**src/csup_pkg.sv**
```systemverilog
package csup_pkg;
   // Data widths
   localparam int CW = 24;
   localparam int SW = 16;
   // Timing
   localparam int CLK_HZ = 100_000_000;
   localparam int TICK_S = 1;
   localparam int TICK_CYC = CLK_HZ * TICK_S;
   localparam int SEC_PER_MIN = 60;
   localparam logic [5:0] HOLD_MIN_LO = 6'h01;
   localparam logic [5:0] HOLD_MIN_HI = 6'h3c;
   localparam logic [5:0] HOLD_MIN_DEF = 6'h05;
   localparam logic [11:0] FAIL_SHOW_S = 12'h005;
   // Least sensitivity 0.5 uA/ppm, in nA/ppm
   localparam logic [SW-1:0] SENS_MIN_NA = 16'h01f4;
   // Register byte offsets
   localparam logic [5:0] OFS_ALM1_CFG = 6'h00;
   localparam logic [5:0] OFS_ALM1_SP = 6'h04;
   localparam logic [5:0] OFS_ALM2_CFG = 6'h08;
   localparam logic [5:0] OFS_ALM2_SP = 6'h0c;
   localparam logic [5:0] OFS_SPAN_CFG = 6'h10;
   localparam logic [5:0] OFS_SPAN_GAS = 6'h14;
   localparam logic [5:0] OFS_SPAN_TOL = 6'h18;
   localparam logic [5:0] OFS_SPAN_CMD = 6'h1c;
   localparam logic [5:0] OFS_STATUS = 6'h20;
   localparam logic [5:0] OFS_SLOPE = 6'h24;
   localparam logic [5:0] OFS_CAL = 6'h28;
   // Alarm configuration fields
   localparam int CFG_DEFEAT = 0;
   localparam int CFG_FAILSAFE = 1;
   localparam int CFG_LATCH = 2;
   localparam int CFG_DIR = 3;
   // Span configuration and command fields
   localparam int SPAN_AUTO = 0;
   localparam int SPAN_HOLD_LSB = 8;
   localparam int CMD_START = 0;
   localparam int CMD_CONFIRM = 1;
   // Status fields
   localparam int STS_ALM1 = 0;
   localparam int STS_ALM2 = 1;
   localparam int STS_FAIL = 2;
   localparam int STS_SHOW = 3;
   localparam int STS_ST_LSB = 4;
   // Reset values
   localparam logic [3:0] ALM_CFG_RST = 4'h0;
   localparam logic [CW-1:0] SP_RST = 24'h000000;
   localparam logic [CW-1:0] GAS_RST = 24'h000008;
   localparam logic [CW-1:0] TOL_RST = 24'h00000a;
   localparam logic [CW-1:0] CAL_RST = 24'h000000;
   // Span sequence
   typedef enum logic [2:0]
   {
      ST_IDLE = 3'b000,
      ST_SETTLE = 3'b001,
      ST_HOLD = 3'b010,
      ST_CHECK = 3'b011,
      ST_FAIL = 3'b100
   } csup_span_st_t;
endpackage : csup_pkg

```
**src/csup_supervisor.sv**
```systemverilog
`timescale 1ns/1ns
`default_nettype none
module csup_supervisor #(
   parameter int unsigned TICK_CYC = csup_pkg::TICK_CYC
) (
   // Clock and reset
   input wire logic clk_sys_i,
   input wire logic arst_n_i,
   // Avalon-MM slave
   input wire logic [5:0] avs_address_i,
   input wire logic avs_read_i,
   input wire logic avs_write_i,
   input wire logic [31:0] avs_writedata_i,
   output logic [31:0] avs_readdata_o,
   output logic avs_waitrequest_o,
   // Measurement path
   input wire logic [csup_pkg::CW-1:0] conc_i,
   input wire logic conc_vld_i,
   input wire logic [csup_pkg::SW-1:0] raw_sens_i,
   output logic [csup_pkg::CW-1:0] cal_span_o,
   // Relays and indicators
   output logic first_conc_alarm_relay_o,
   output logic second_conc_alarm_relay_o,
   output logic sys_alarm_relay_o,
   output logic span_fail_flag_o,
   output logic span_fail_show_o,
   output logic span_active_o
);
   typedef struct packed {
      logic wait_r;
      logic [31:0] rdata;
      logic [3:0] cfg1;
      logic [csup_pkg::CW-1:0] sp1;
      logic [3:0] cfg2;
      logic [csup_pkg::CW-1:0] sp2;
      logic auto_mode;
      logic [5:0] hold_min;
      logic [csup_pkg::CW-1:0] gas;
      logic [csup_pkg::CW-1:0] tol;
      csup_pkg::csup_span_st_t st;
      logic [csup_pkg::CW-1:0] cal;
      logic [csup_pkg::CW-1:0] cal_prev;
      logic [csup_pkg::CW-1:0] prev_smp;
      logic [csup_pkg::CW-1:0] last_smp;
      logic [csup_pkg::CW:0] slope;
      logic [11:0] sec_cnt;
      logic fail_flag;
      logic sys_relay;
      logic busy;
      logic show;
   } csup_state_t;

   localparam csup_state_t S_RST = '{
      wait_r: 1'b1,
      rdata: 32'h0,
      cfg1: csup_pkg::ALM_CFG_RST,
      sp1: csup_pkg::SP_RST,
      cfg2: csup_pkg::ALM_CFG_RST,
      sp2: csup_pkg::SP_RST,
      auto_mode: 1'b1,
      hold_min: csup_pkg::HOLD_MIN_DEF,
      gas: csup_pkg::GAS_RST,
      tol: csup_pkg::TOL_RST,
      st: csup_pkg::ST_IDLE,
      cal: csup_pkg::CAL_RST,
      cal_prev: csup_pkg::CAL_RST,
      prev_smp: 24'h0,
      last_smp: 24'h0,
      slope: 25'h0,
      sec_cnt: 12'h0,
      fail_flag: 1'b0,
      sys_relay: 1'b1,
      busy: 1'b0,
      show: 1'b0
   };

   logic [1:0] rst_q;
   logic rst_n;
   csup_state_t s_r;
   csup_state_t s_nxt;
   logic tick;
   logic alarm1;
   logic alarm2;

   // Reset release through two flip-flops
   always_ff @(posedge clk_sys_i or negedge arst_n_i)
   begin
      if (!arst_n_i)
         rst_q <= 2'b00;
      else
         rst_q <= {rst_q[0], 1'b1};
   end
   assign rst_n = rst_q[1];

   // Concentration alarms
   csup_alarm_unit u_first_conc_alarm (
      .clk_sys_i(clk_sys_i),
      .rst_n_i(rst_n),
      .cfg_i(s_r.cfg1),
      .setpoint_i(s_r.sp1),
      .conc_i(conc_i),
      .conc_vld_i(conc_vld_i),
      .alarm_o(alarm1),
      .relay_o(first_conc_alarm_relay_o)
   );

   csup_alarm_unit u_second_conc_alarm (
      .clk_sys_i(clk_sys_i),
      .rst_n_i(rst_n),
      .cfg_i(s_r.cfg2),
      .setpoint_i(s_r.sp2),
      .conc_i(conc_i),
      .conc_vld_i(conc_vld_i),
      .alarm_o(alarm2),
      .relay_o(second_conc_alarm_relay_o)
   );

   // Span sample and seconds timebase
   csup_tick #(
      .CYC(TICK_CYC)
   ) u_tick (
      .clk_sys_i(clk_sys_i),
      .rst_n_i(rst_n),
      .en_i(s_r.busy),
      .tick_o(tick)
   );

   always_comb
   begin
      logic wr_go;
      logic start_wr;
      logic conf_wr;
      logic near;
      logic [5:0] hm;
      logic [csup_pkg::CW-1:0] dif;
      logic [31:0] rd;
      wr_go = avs_write_i && !s_r.wait_r;
      start_wr = 1'b0;
      conf_wr = 1'b0;
      hm = avs_writedata_i[csup_pkg::SPAN_HOLD_LSB +: 6];
      dif = (conc_i >= s_r.gas) ? conc_i - s_r.gas : s_r.gas - conc_i;
      near = dif <= s_r.tol;
      rd = 32'h0;
      s_nxt = s_r;
      if (conc_vld_i)
         s_nxt.last_smp = conc_i;

      // Read mux; unmapped offsets read as zero
      case ({avs_address_i[5:2], 2'b00})
         csup_pkg::OFS_ALM1_CFG: rd = {28'h0, s_r.cfg1};
         csup_pkg::OFS_ALM1_SP: rd = {8'h0, s_r.sp1};
         csup_pkg::OFS_ALM2_CFG: rd = {28'h0, s_r.cfg2};
         csup_pkg::OFS_ALM2_SP: rd = {8'h0, s_r.sp2};
         csup_pkg::OFS_SPAN_CFG: rd = {18'h0, s_r.hold_min, 7'h0, s_r.auto_mode};
         csup_pkg::OFS_SPAN_GAS: rd = {8'h0, s_r.gas};
         csup_pkg::OFS_SPAN_TOL: rd = {8'h0, s_r.tol};
         csup_pkg::OFS_STATUS: rd = {25'h0, s_r.st, s_r.show, s_r.fail_flag, alarm2, alarm1};
         csup_pkg::OFS_SLOPE: rd = {{7{s_r.slope[csup_pkg::CW]}}, s_r.slope};
         csup_pkg::OFS_CAL: rd = {8'h0, s_r.cal};
         default: rd = 32'h0;
      endcase

      // One wait cycle, then the request completes
      if ((avs_read_i || avs_write_i) && s_r.wait_r)
      begin
         s_nxt.wait_r = 1'b0;
         s_nxt.rdata = rd;
      end
      else
      begin
         s_nxt.wait_r = 1'b1;
      end

      if (wr_go)
      begin
         case ({avs_address_i[5:2], 2'b00})
            csup_pkg::OFS_ALM1_CFG: s_nxt.cfg1 = avs_writedata_i[3:0];
            csup_pkg::OFS_ALM1_SP: s_nxt.sp1 = avs_writedata_i[csup_pkg::CW-1:0];
            csup_pkg::OFS_ALM2_CFG: s_nxt.cfg2 = avs_writedata_i[3:0];
            csup_pkg::OFS_ALM2_SP: s_nxt.sp2 = avs_writedata_i[csup_pkg::CW-1:0];
            csup_pkg::OFS_SPAN_CFG:
            begin
               s_nxt.auto_mode = avs_writedata_i[csup_pkg::SPAN_AUTO];
               if (hm < csup_pkg::HOLD_MIN_LO)
                  s_nxt.hold_min = csup_pkg::HOLD_MIN_LO;
               else if (hm > csup_pkg::HOLD_MIN_HI)
                  s_nxt.hold_min = csup_pkg::HOLD_MIN_HI;
               else
                  s_nxt.hold_min = hm;
            end
            csup_pkg::OFS_SPAN_GAS: s_nxt.gas = avs_writedata_i[csup_pkg::CW-1:0];
            csup_pkg::OFS_SPAN_TOL: s_nxt.tol = avs_writedata_i[csup_pkg::CW-1:0];
            csup_pkg::OFS_SPAN_CMD:
            begin
               start_wr = avs_writedata_i[csup_pkg::CMD_START];
               conf_wr = avs_writedata_i[csup_pkg::CMD_CONFIRM];
            end
            default: s_nxt.rdata = s_nxt.rdata;
         endcase
      end

      // Slope from successive samples at the fixed rate
      if (tick && (s_r.st == csup_pkg::ST_SETTLE || s_r.st == csup_pkg::ST_HOLD))
      begin
         s_nxt.slope = {1'b0, s_r.last_smp} - {1'b0, s_r.prev_smp};
         s_nxt.prev_smp = s_r.last_smp;
      end

      // Span sequence
      case (s_r.st)
         csup_pkg::ST_IDLE:
         begin
            if (start_wr)
            begin
               s_nxt.st = csup_pkg::ST_SETTLE;
               s_nxt.cal_prev = s_r.cal;
               s_nxt.prev_smp = s_r.last_smp;
               s_nxt.slope = 25'h0;
            end
         end
         csup_pkg::ST_SETTLE:
         begin
            if (s_r.auto_mode && conc_vld_i && near)
            begin
               s_nxt.st = csup_pkg::ST_HOLD;
               s_nxt.sec_cnt = 12'(s_r.hold_min) * 12'(csup_pkg::SEC_PER_MIN);
            end
            else if (!s_r.auto_mode && conf_wr)
               s_nxt.st = csup_pkg::ST_CHECK;
         end
         csup_pkg::ST_HOLD:
         begin
            if (tick)
            begin
               if (s_r.sec_cnt <= 12'h001)
                  s_nxt.st = csup_pkg::ST_CHECK;
               else
                  s_nxt.sec_cnt = s_r.sec_cnt - 12'h001;
            end
         end
         csup_pkg::ST_CHECK:
         begin
            if (raw_sens_i < csup_pkg::SENS_MIN_NA)
            begin
               s_nxt.cal = s_r.cal_prev;
               s_nxt.fail_flag = 1'b1;
               s_nxt.st = csup_pkg::ST_FAIL;
               s_nxt.sec_cnt = csup_pkg::FAIL_SHOW_S;
            end
            else
            begin
               s_nxt.cal = s_r.gas;
               s_nxt.fail_flag = 1'b0;
               s_nxt.st = csup_pkg::ST_IDLE;
            end
         end
         csup_pkg::ST_FAIL:
         begin
            if (tick)
            begin
               if (s_r.sec_cnt <= 12'h001)
                  s_nxt.st = csup_pkg::ST_IDLE;
               else
                  s_nxt.sec_cnt = s_r.sec_cnt - 12'h001;
            end
         end
         default: s_nxt.st = csup_pkg::ST_IDLE;
      endcase

      // System relay is failsafe: energized while healthy
      s_nxt.sys_relay = !s_nxt.fail_flag;
      s_nxt.busy = s_nxt.st != csup_pkg::ST_IDLE;
      s_nxt.show = s_nxt.st == csup_pkg::ST_FAIL;
   end

   always_ff @(posedge clk_sys_i or negedge rst_n)
   begin
      if (!rst_n)
         s_r <= S_RST;
      else
         s_r <= s_nxt;
   end

   assign avs_readdata_o = s_r.rdata;
   assign avs_waitrequest_o = s_r.wait_r;
   assign cal_span_o = s_r.cal;
   assign sys_alarm_relay_o = s_r.sys_relay;
   assign span_fail_flag_o = s_r.fail_flag;
   assign span_fail_show_o = s_r.show;
   assign span_active_o = s_r.busy;
endmodule : csup_supervisor
`default_nettype wire

```
**src/csup_tick.sv**
```systemverilog
`timescale 1ns/1ns
`default_nettype none
module csup_tick #(
   parameter int unsigned CYC = 100
) (
   // Clock and reset
   input wire logic clk_sys_i,
   input wire logic rst_n_i,
   // Control
   input wire logic en_i,
   output logic tick_o
);
   typedef struct packed {
      logic [31:0] cnt;
      logic tick;
   } csup_tick_state_t;

   csup_tick_state_t s_r;
   csup_tick_state_t s_nxt;

   always_comb
   begin
      s_nxt = s_r;
      s_nxt.tick = 1'b0;
      if (!en_i)
      begin
         s_nxt.cnt = 32'h0;
      end
      else if (s_r.cnt == CYC[31:0] - 32'h1)
      begin
         s_nxt.cnt = 32'h0;
         s_nxt.tick = 1'b1;
      end
      else
      begin
         s_nxt.cnt = s_r.cnt + 32'h1;
      end
   end

   always_ff @(posedge clk_sys_i or negedge rst_n_i)
   begin
      if (!rst_n_i)
         s_r <= '{cnt: 32'h0, tick: 1'b0};
      else
         s_r <= s_nxt;
   end

   assign tick_o = s_r.tick;
endmodule : csup_tick
`default_nettype wire

```
**src/csup_alarm_unit.sv**
```systemverilog
`timescale 1ns/1ns
`default_nettype none
module csup_alarm_unit (
   // Clock and reset
   input wire logic clk_sys_i,
   input wire logic rst_n_i,
   // Settings
   input wire logic [3:0] cfg_i,
   input wire logic [csup_pkg::CW-1:0] setpoint_i,
   // Samples
   input wire logic [csup_pkg::CW-1:0] conc_i,
   input wire logic conc_vld_i,
   // Results
   output logic alarm_o,
   output logic relay_o
);
   typedef struct packed {
      logic alarm;
      logic relay;
      logic latch_q;
   } csup_alm_state_t;

   csup_alm_state_t s_r;
   csup_alm_state_t s_nxt;
   logic trip;

   always_comb
   begin
      trip = cfg_i[csup_pkg::CFG_DIR] ? (conc_i > setpoint_i) : (conc_i < setpoint_i);
      s_nxt = s_r;
      s_nxt.latch_q = cfg_i[csup_pkg::CFG_LATCH];
      if (cfg_i[csup_pkg::CFG_DEFEAT])
         s_nxt.alarm = 1'b0;
      else if (s_r.latch_q && !cfg_i[csup_pkg::CFG_LATCH])
         s_nxt.alarm = 1'b0;
      else if (conc_vld_i)
         s_nxt.alarm = cfg_i[csup_pkg::CFG_LATCH] ? (s_r.alarm | trip) : trip;
      s_nxt.relay = cfg_i[csup_pkg::CFG_FAILSAFE] ? !s_nxt.alarm : s_nxt.alarm;
   end

   always_ff @(posedge clk_sys_i or negedge rst_n_i)
   begin
      if (!rst_n_i)
         s_r <= '{alarm: 1'b0, relay: 1'b0, latch_q: 1'b0};
      else
         s_r <= s_nxt;
   end

   assign alarm_o = s_r.alarm;
   assign relay_o = s_r.relay;
endmodule : csup_alarm_unit
`default_nettype wire

```
**config.mk**
```make
export PLATFORM = sky130hd
export DESIGN_NAME = csup_supervisor
export DESIGN_NICKNAME = d
export VERILOG_FILES = /design/src/csup_pkg.sv /design/src/csup_supervisor.sv /design/src/csup_tick.sv /design/src/csup_alarm_unit.sv
export SDC_FILE = /design/constraint.sdc
export NUM_CORES = 1
export LEC_CHECK = 0
export BUFFER_PORTS_ARGS = -buffer_cell sky130_fd_sc_hd__buf_4
export CORE_MARGIN = 2
export CORE_UTILIZATION = 62
export CTS_CLUSTER_SIZE = 25
export DETAILED_ROUTE_END_ITERATION = 10
export PLACE_DENSITY = 0.81
export SLEW_MARGIN = 20
export SYNTH_ARGS = -nofsm -noshare
export SYNTH_HDL_FRONTEND = slang
export SYNTH_HIERARCHICAL = 1
export SYNTH_SLANG_ARGS = --single-unit
```
**constraint.sdc**
```tcl
create_clock -name clk_sys_i -period 12.2 [get_ports clk_sys_i]
set_clock_uncertainty 0.15 [all_clocks]
set_input_delay 2.44 -clock clk_sys_i [delete_from_list [all_inputs] [get_ports clk_sys_i]]
set_output_delay 2.44 -clock clk_sys_i [all_outputs]
set_load 0.01 [all_outputs]
```
==> qor.txt <==
Slowest stage delay, CP - 0.70 ns
GRT Total Usage - 0.3322
Leakage Power - 10.48 nW
RePlAce Congestion - 0.9741
IO buf count - 133
First drt pass iteration count - 8
Met2 WL - 26990 um
Post-synth EDFFs - 0
Grt ovf - 0
Outcome - finished clean
Post-Place Setup Slack - 3.192 ns
Post-synth ARST share - 1.000
Unrepaired setup endpoints after global routing - false
Via count - 16962
CP most frequent cell - buf_4
Worst EP required - 12.46 ns
Largest cells by area after synthesis - dfrtp_1 38%, ha_1 9.7%, mux2_2 7.3%
Crit path max-delay family - compound AO/OA/AOI/OAI gates
Final hold violations - 0
Crit path kind - in2reg
Area grow syn2layout - 11.01%
Clk buf depth - 3
Max Cap Violations - 0
Yosys cell types - 92
Synth Warn # - 6
DR WL/cell - 21.35 um
Average cell area after synthesis - 9.506 sq um
Detailed placement HPWL - 41190 um
Synth Register Bits - 318
Die W - 185.8 um
Max-slew violation count - 0
WP data arrival - 8.85 ns
Root buffer cell - clkbuf_16
Final period util - 0.7044
Antenna fix cells - 0
Crit-path slowest cell - nor2_1
Die Area - 34510 sq um
Worst path cell trace - buf_4 > inv_1 > ha_1 > and3_1 > a221oi_2 > o21ai_2 > o21a_4 > nor2_1 > buf_4 > mux2i_1 > or4b_1 > o211a_1 > ha_1 > a21o_1 > a21o_1 > a21oi_1 > nor2_1 > a211oi_1 > a21oi_1 > o21ai_0 > buf_4 > nand2_1 > mux2_2
Final wirelength - 57130 um
Core area - 32540 sq um
Htree depth - 2
Peak supply drop - 0.1156 mV
Fillers - 2517
Worst-path maximum fanout - 13
Syn nets - 2409
Power Total - 4.159 mW
Worst R2R Setup Slack - 5.20 ns
Slew @ Worst Pin - 1.114 ns
Vias in the first global route - 16520
Mapped Area - 20490 sq um
Hold Buf Count CTS - 0
FP Rows - 66
Num Clock Sinks - 318
Power Density - 182.9 nW/um^2
Met3 wire len - 3694 um
Cell accounting for the most synthesized area - dfrtp_1
Sequential share of the synthesized area - 0.3889
Metal-1 WL - 22970 um
Drc violations - 0
Final layout net count - 2460
Setup WS post-layout - 3.607 ns
Setup TNS - 0 ns
Crit start category - input port
Clock latency on the worst-skew pair - 0.53 ns
Antenna viol nets, final - 0
Fmax - 116.4 MHz
Max-slew headroom - 0.2502
Synthesized instance count - 2155
Num CTS Buffers - 36
Worst setup EP type - flip-flop
DR vias/cell - 6.339
Synth Flop Type - dfrtp_1
Die Y - 185.8 um
Initial antenna violation count - 0
CTS tree - built
1st-iter DRT viols - 1479
Pin count of the biggest net entering global routing - 200
Post-synth top area share - 0.3787
IO Pins - 146
Postcts setup bufs - 0
Initial Utilization - 0.6296
# resized after CTS - 0
Share of layout cells above drive strength 1 - 0.1777
First-pass GRT wire length - 88850 um
CP Buf/Inv Count - 4
Register clock-pin slew on the reported worst setup and hold paths - 0.06 ns
HP Class - reg2async
Highest metal used - met4
Final Util - 0.6989
Dpl cell area - 21490 sq um
Cell area after layout - 22740 sq um
Endpoints failing setup - 0
Final Critical Period - 8.593 ns
## metrics by stage
stage,hold WS (ns),instances
final,0.1462,2676
after global routing,0.1930,2676
after detailed placement,0.1486,2609
after floorplan,0.1812,2155
after global placement,0.1475,2609
after CTS,0.1603,2675
## cell usage after synthesis (all sizes together), types with 19 or more instances
| cell | number |
|---|---|
| dfrtp | 310 |
| nand2 | 229 |
| inv | 175 |
| ha | 159 |
| mux2 | 132 |
| a21oi | 119 |
| o21ai | 117 |
| nand3 | 85 |
| nor2 | 80 |
| buf | 75 |
| clkbuf | 71 |
| a22oi | 58 |
| nand4 | 45 |
| nor3 | 38 |
| a21o | 37 |
| mux2i | 36 |
| xnor2 | 31 |
| a22o | 28 |
| a211oi | 27 |
| xor2 | 21 |
| o31ai | 20 |
| nor2b | 19 |
## worst register-to-register path, delay by kind of cell, from the launching register on
family / cells / cell delay [ns]
AOI/OAI and AO/OA: 10 / 2.21
adders and majority gates: 3 / 0.90
buffers and inverters: 3 / 0.64
DFF: 1 / 0.49
muxes: 2 / 0.83
and+or+nand+nor: 5 / 1.66
## layer usage
| metal | up-vias | GRT usage |
|---|---|---|
| li1 | 7792 | - |
| met1 | 8254 | 0.4226 |
| met5 | - | 0 |
| met3 | 190 | 0.04383 |
| met4 | 0 | 0.1934 |
| met2 | 726 | 0.5456 |
## placed cells by master (no fill, tap or decap), types with 12 or more instances in the layout
| master | netlist | layout |
|---|---|---|
| a211oi_1 | 24 | 24 |
| a21o_1 | 37 | 37 |
| a21oi_1 | 117 | 117 |
| a22o_1 | 28 | 28 |
| a22oi_1 | 58 | 58 |
| a31oi_1 | 12 | 12 |
| buf_4 | 57 | 156 |
| clkbuf_16 | 0 | 37 |
| dfrtp_1 | 310 | 309 |
| fa_1 | 12 | 12 |
| ha_1 | 159 | 159 |
| inv_1 | 175 | 175 |
| mux2_2 | 132 | 132 |
| mux2i_1 | 36 | 36 |
| nand2_1 | 229 | 229 |
| nand2b_1 | 12 | 12 |
| nand3_1 | 83 | 83 |
| nand4_1 | 42 | 42 |
| nor2_1 | 80 | 78 |
| nor2b_1 | 17 | 17 |
| nor3_1 | 37 | 35 |
| nor4_1 | 12 | 12 |
| o21a_1 | 12 | 12 |
| o21ai_0 | 110 | 110 |
| o31ai_1 | 20 | 20 |
| xnor2_1 | 31 | 31 |
| xor2_1 | 21 | 21 |
## registers in the layout (all words and copies together) (netlist names)
name,flops
u_first_conc_alarm/s_r,1
u_first_conc_alarm/relay_o,1
u_first_conc_alarm/alarm_o,1
u_second_conc_alarm/relay_o,1
sys_alarm_relay_o,1
u_tick/s_r,32
avs_waitrequest_o,1
avs_readdata_o,25
cal_span_o,24
u_second_conc_alarm/alarm_o,1
span_fail_flag_o,1
span_active_o,1
rst_q,2
s_r,223
span_fail_show_o,1
u_second_conc_alarm/s_r,1
u_tick/tick_o,1
## layout make-up
| cell class | instances | area, sq um | share of cell area |
|---|---|---|---|
| multi-input combinational | 1516 | 11110 | 0.4884 |
| timing repair buffer | 159 | 1230 | 0.05409 |
| tap | 442 | 553.0 | 0.02432 |
| clock inverter | 17 | 201.4 | 0.008858 |
| sequential | 318 | 7971 | 0.3505 |
| clock buffer | 49 | 1021 | 0.04490 |
| inverter | 175 | 656.9 | 0.02889 |
## cell families (layout without fill, tap and decap cells)
group           Yosys count  after routing  synth area share
buf+inv                 321            400           0.07030
other cells               1              1         0.0001831
flops                   318            318            0.3889
xor+xnor                 52             52           0.02223
simple gates            605            605            0.1479
fa+ha+maj               171            171            0.1088
mux                     168            168           0.09015
compound gates          519            519            0.1715
## worst paths after layout
kind / startpoint / end / cells past startpoint
worst min-delay path: rst_q[1]$_DFF_PN0_ / s_r[14]$_DFFE_PN0P_ / 0
max in group asynchronous: rst_q[1]$_DFF_PN0_ / s_r[84]$_DFF_PN0_ / 2
worst min register to register: rst_q[1]$_DFF_PN0_ / s_r[14]$_DFFE_PN0P_ / 0
worst max-delay path: conc_i[10] / s_r[5]$_DFFE_PN0P_ / 23
min in group clk_sys_i: rst_q[0]$_DFF_PN0_ / rst_q[1]$_DFF_PN0_ / 0
worst max register to register: s_r[164]$_DFFE_PN0P_ / s_r[5]$_DFFE_PN0P_ / 23
## where the power goes
| part | internal, mW | total, mW | switching (mW) |
|---|---|---|---|
| clock | 0.675 | 1.12 | 0.448 |
| combinational | 0.665 | 1.49 | 0.823 |
| sequential | 1.29 | 1.55 | 0.262 |
| total | 2.63 | 4.16 | 1.53 |
No activity file was read; power rests on OpenSTA's default activity.
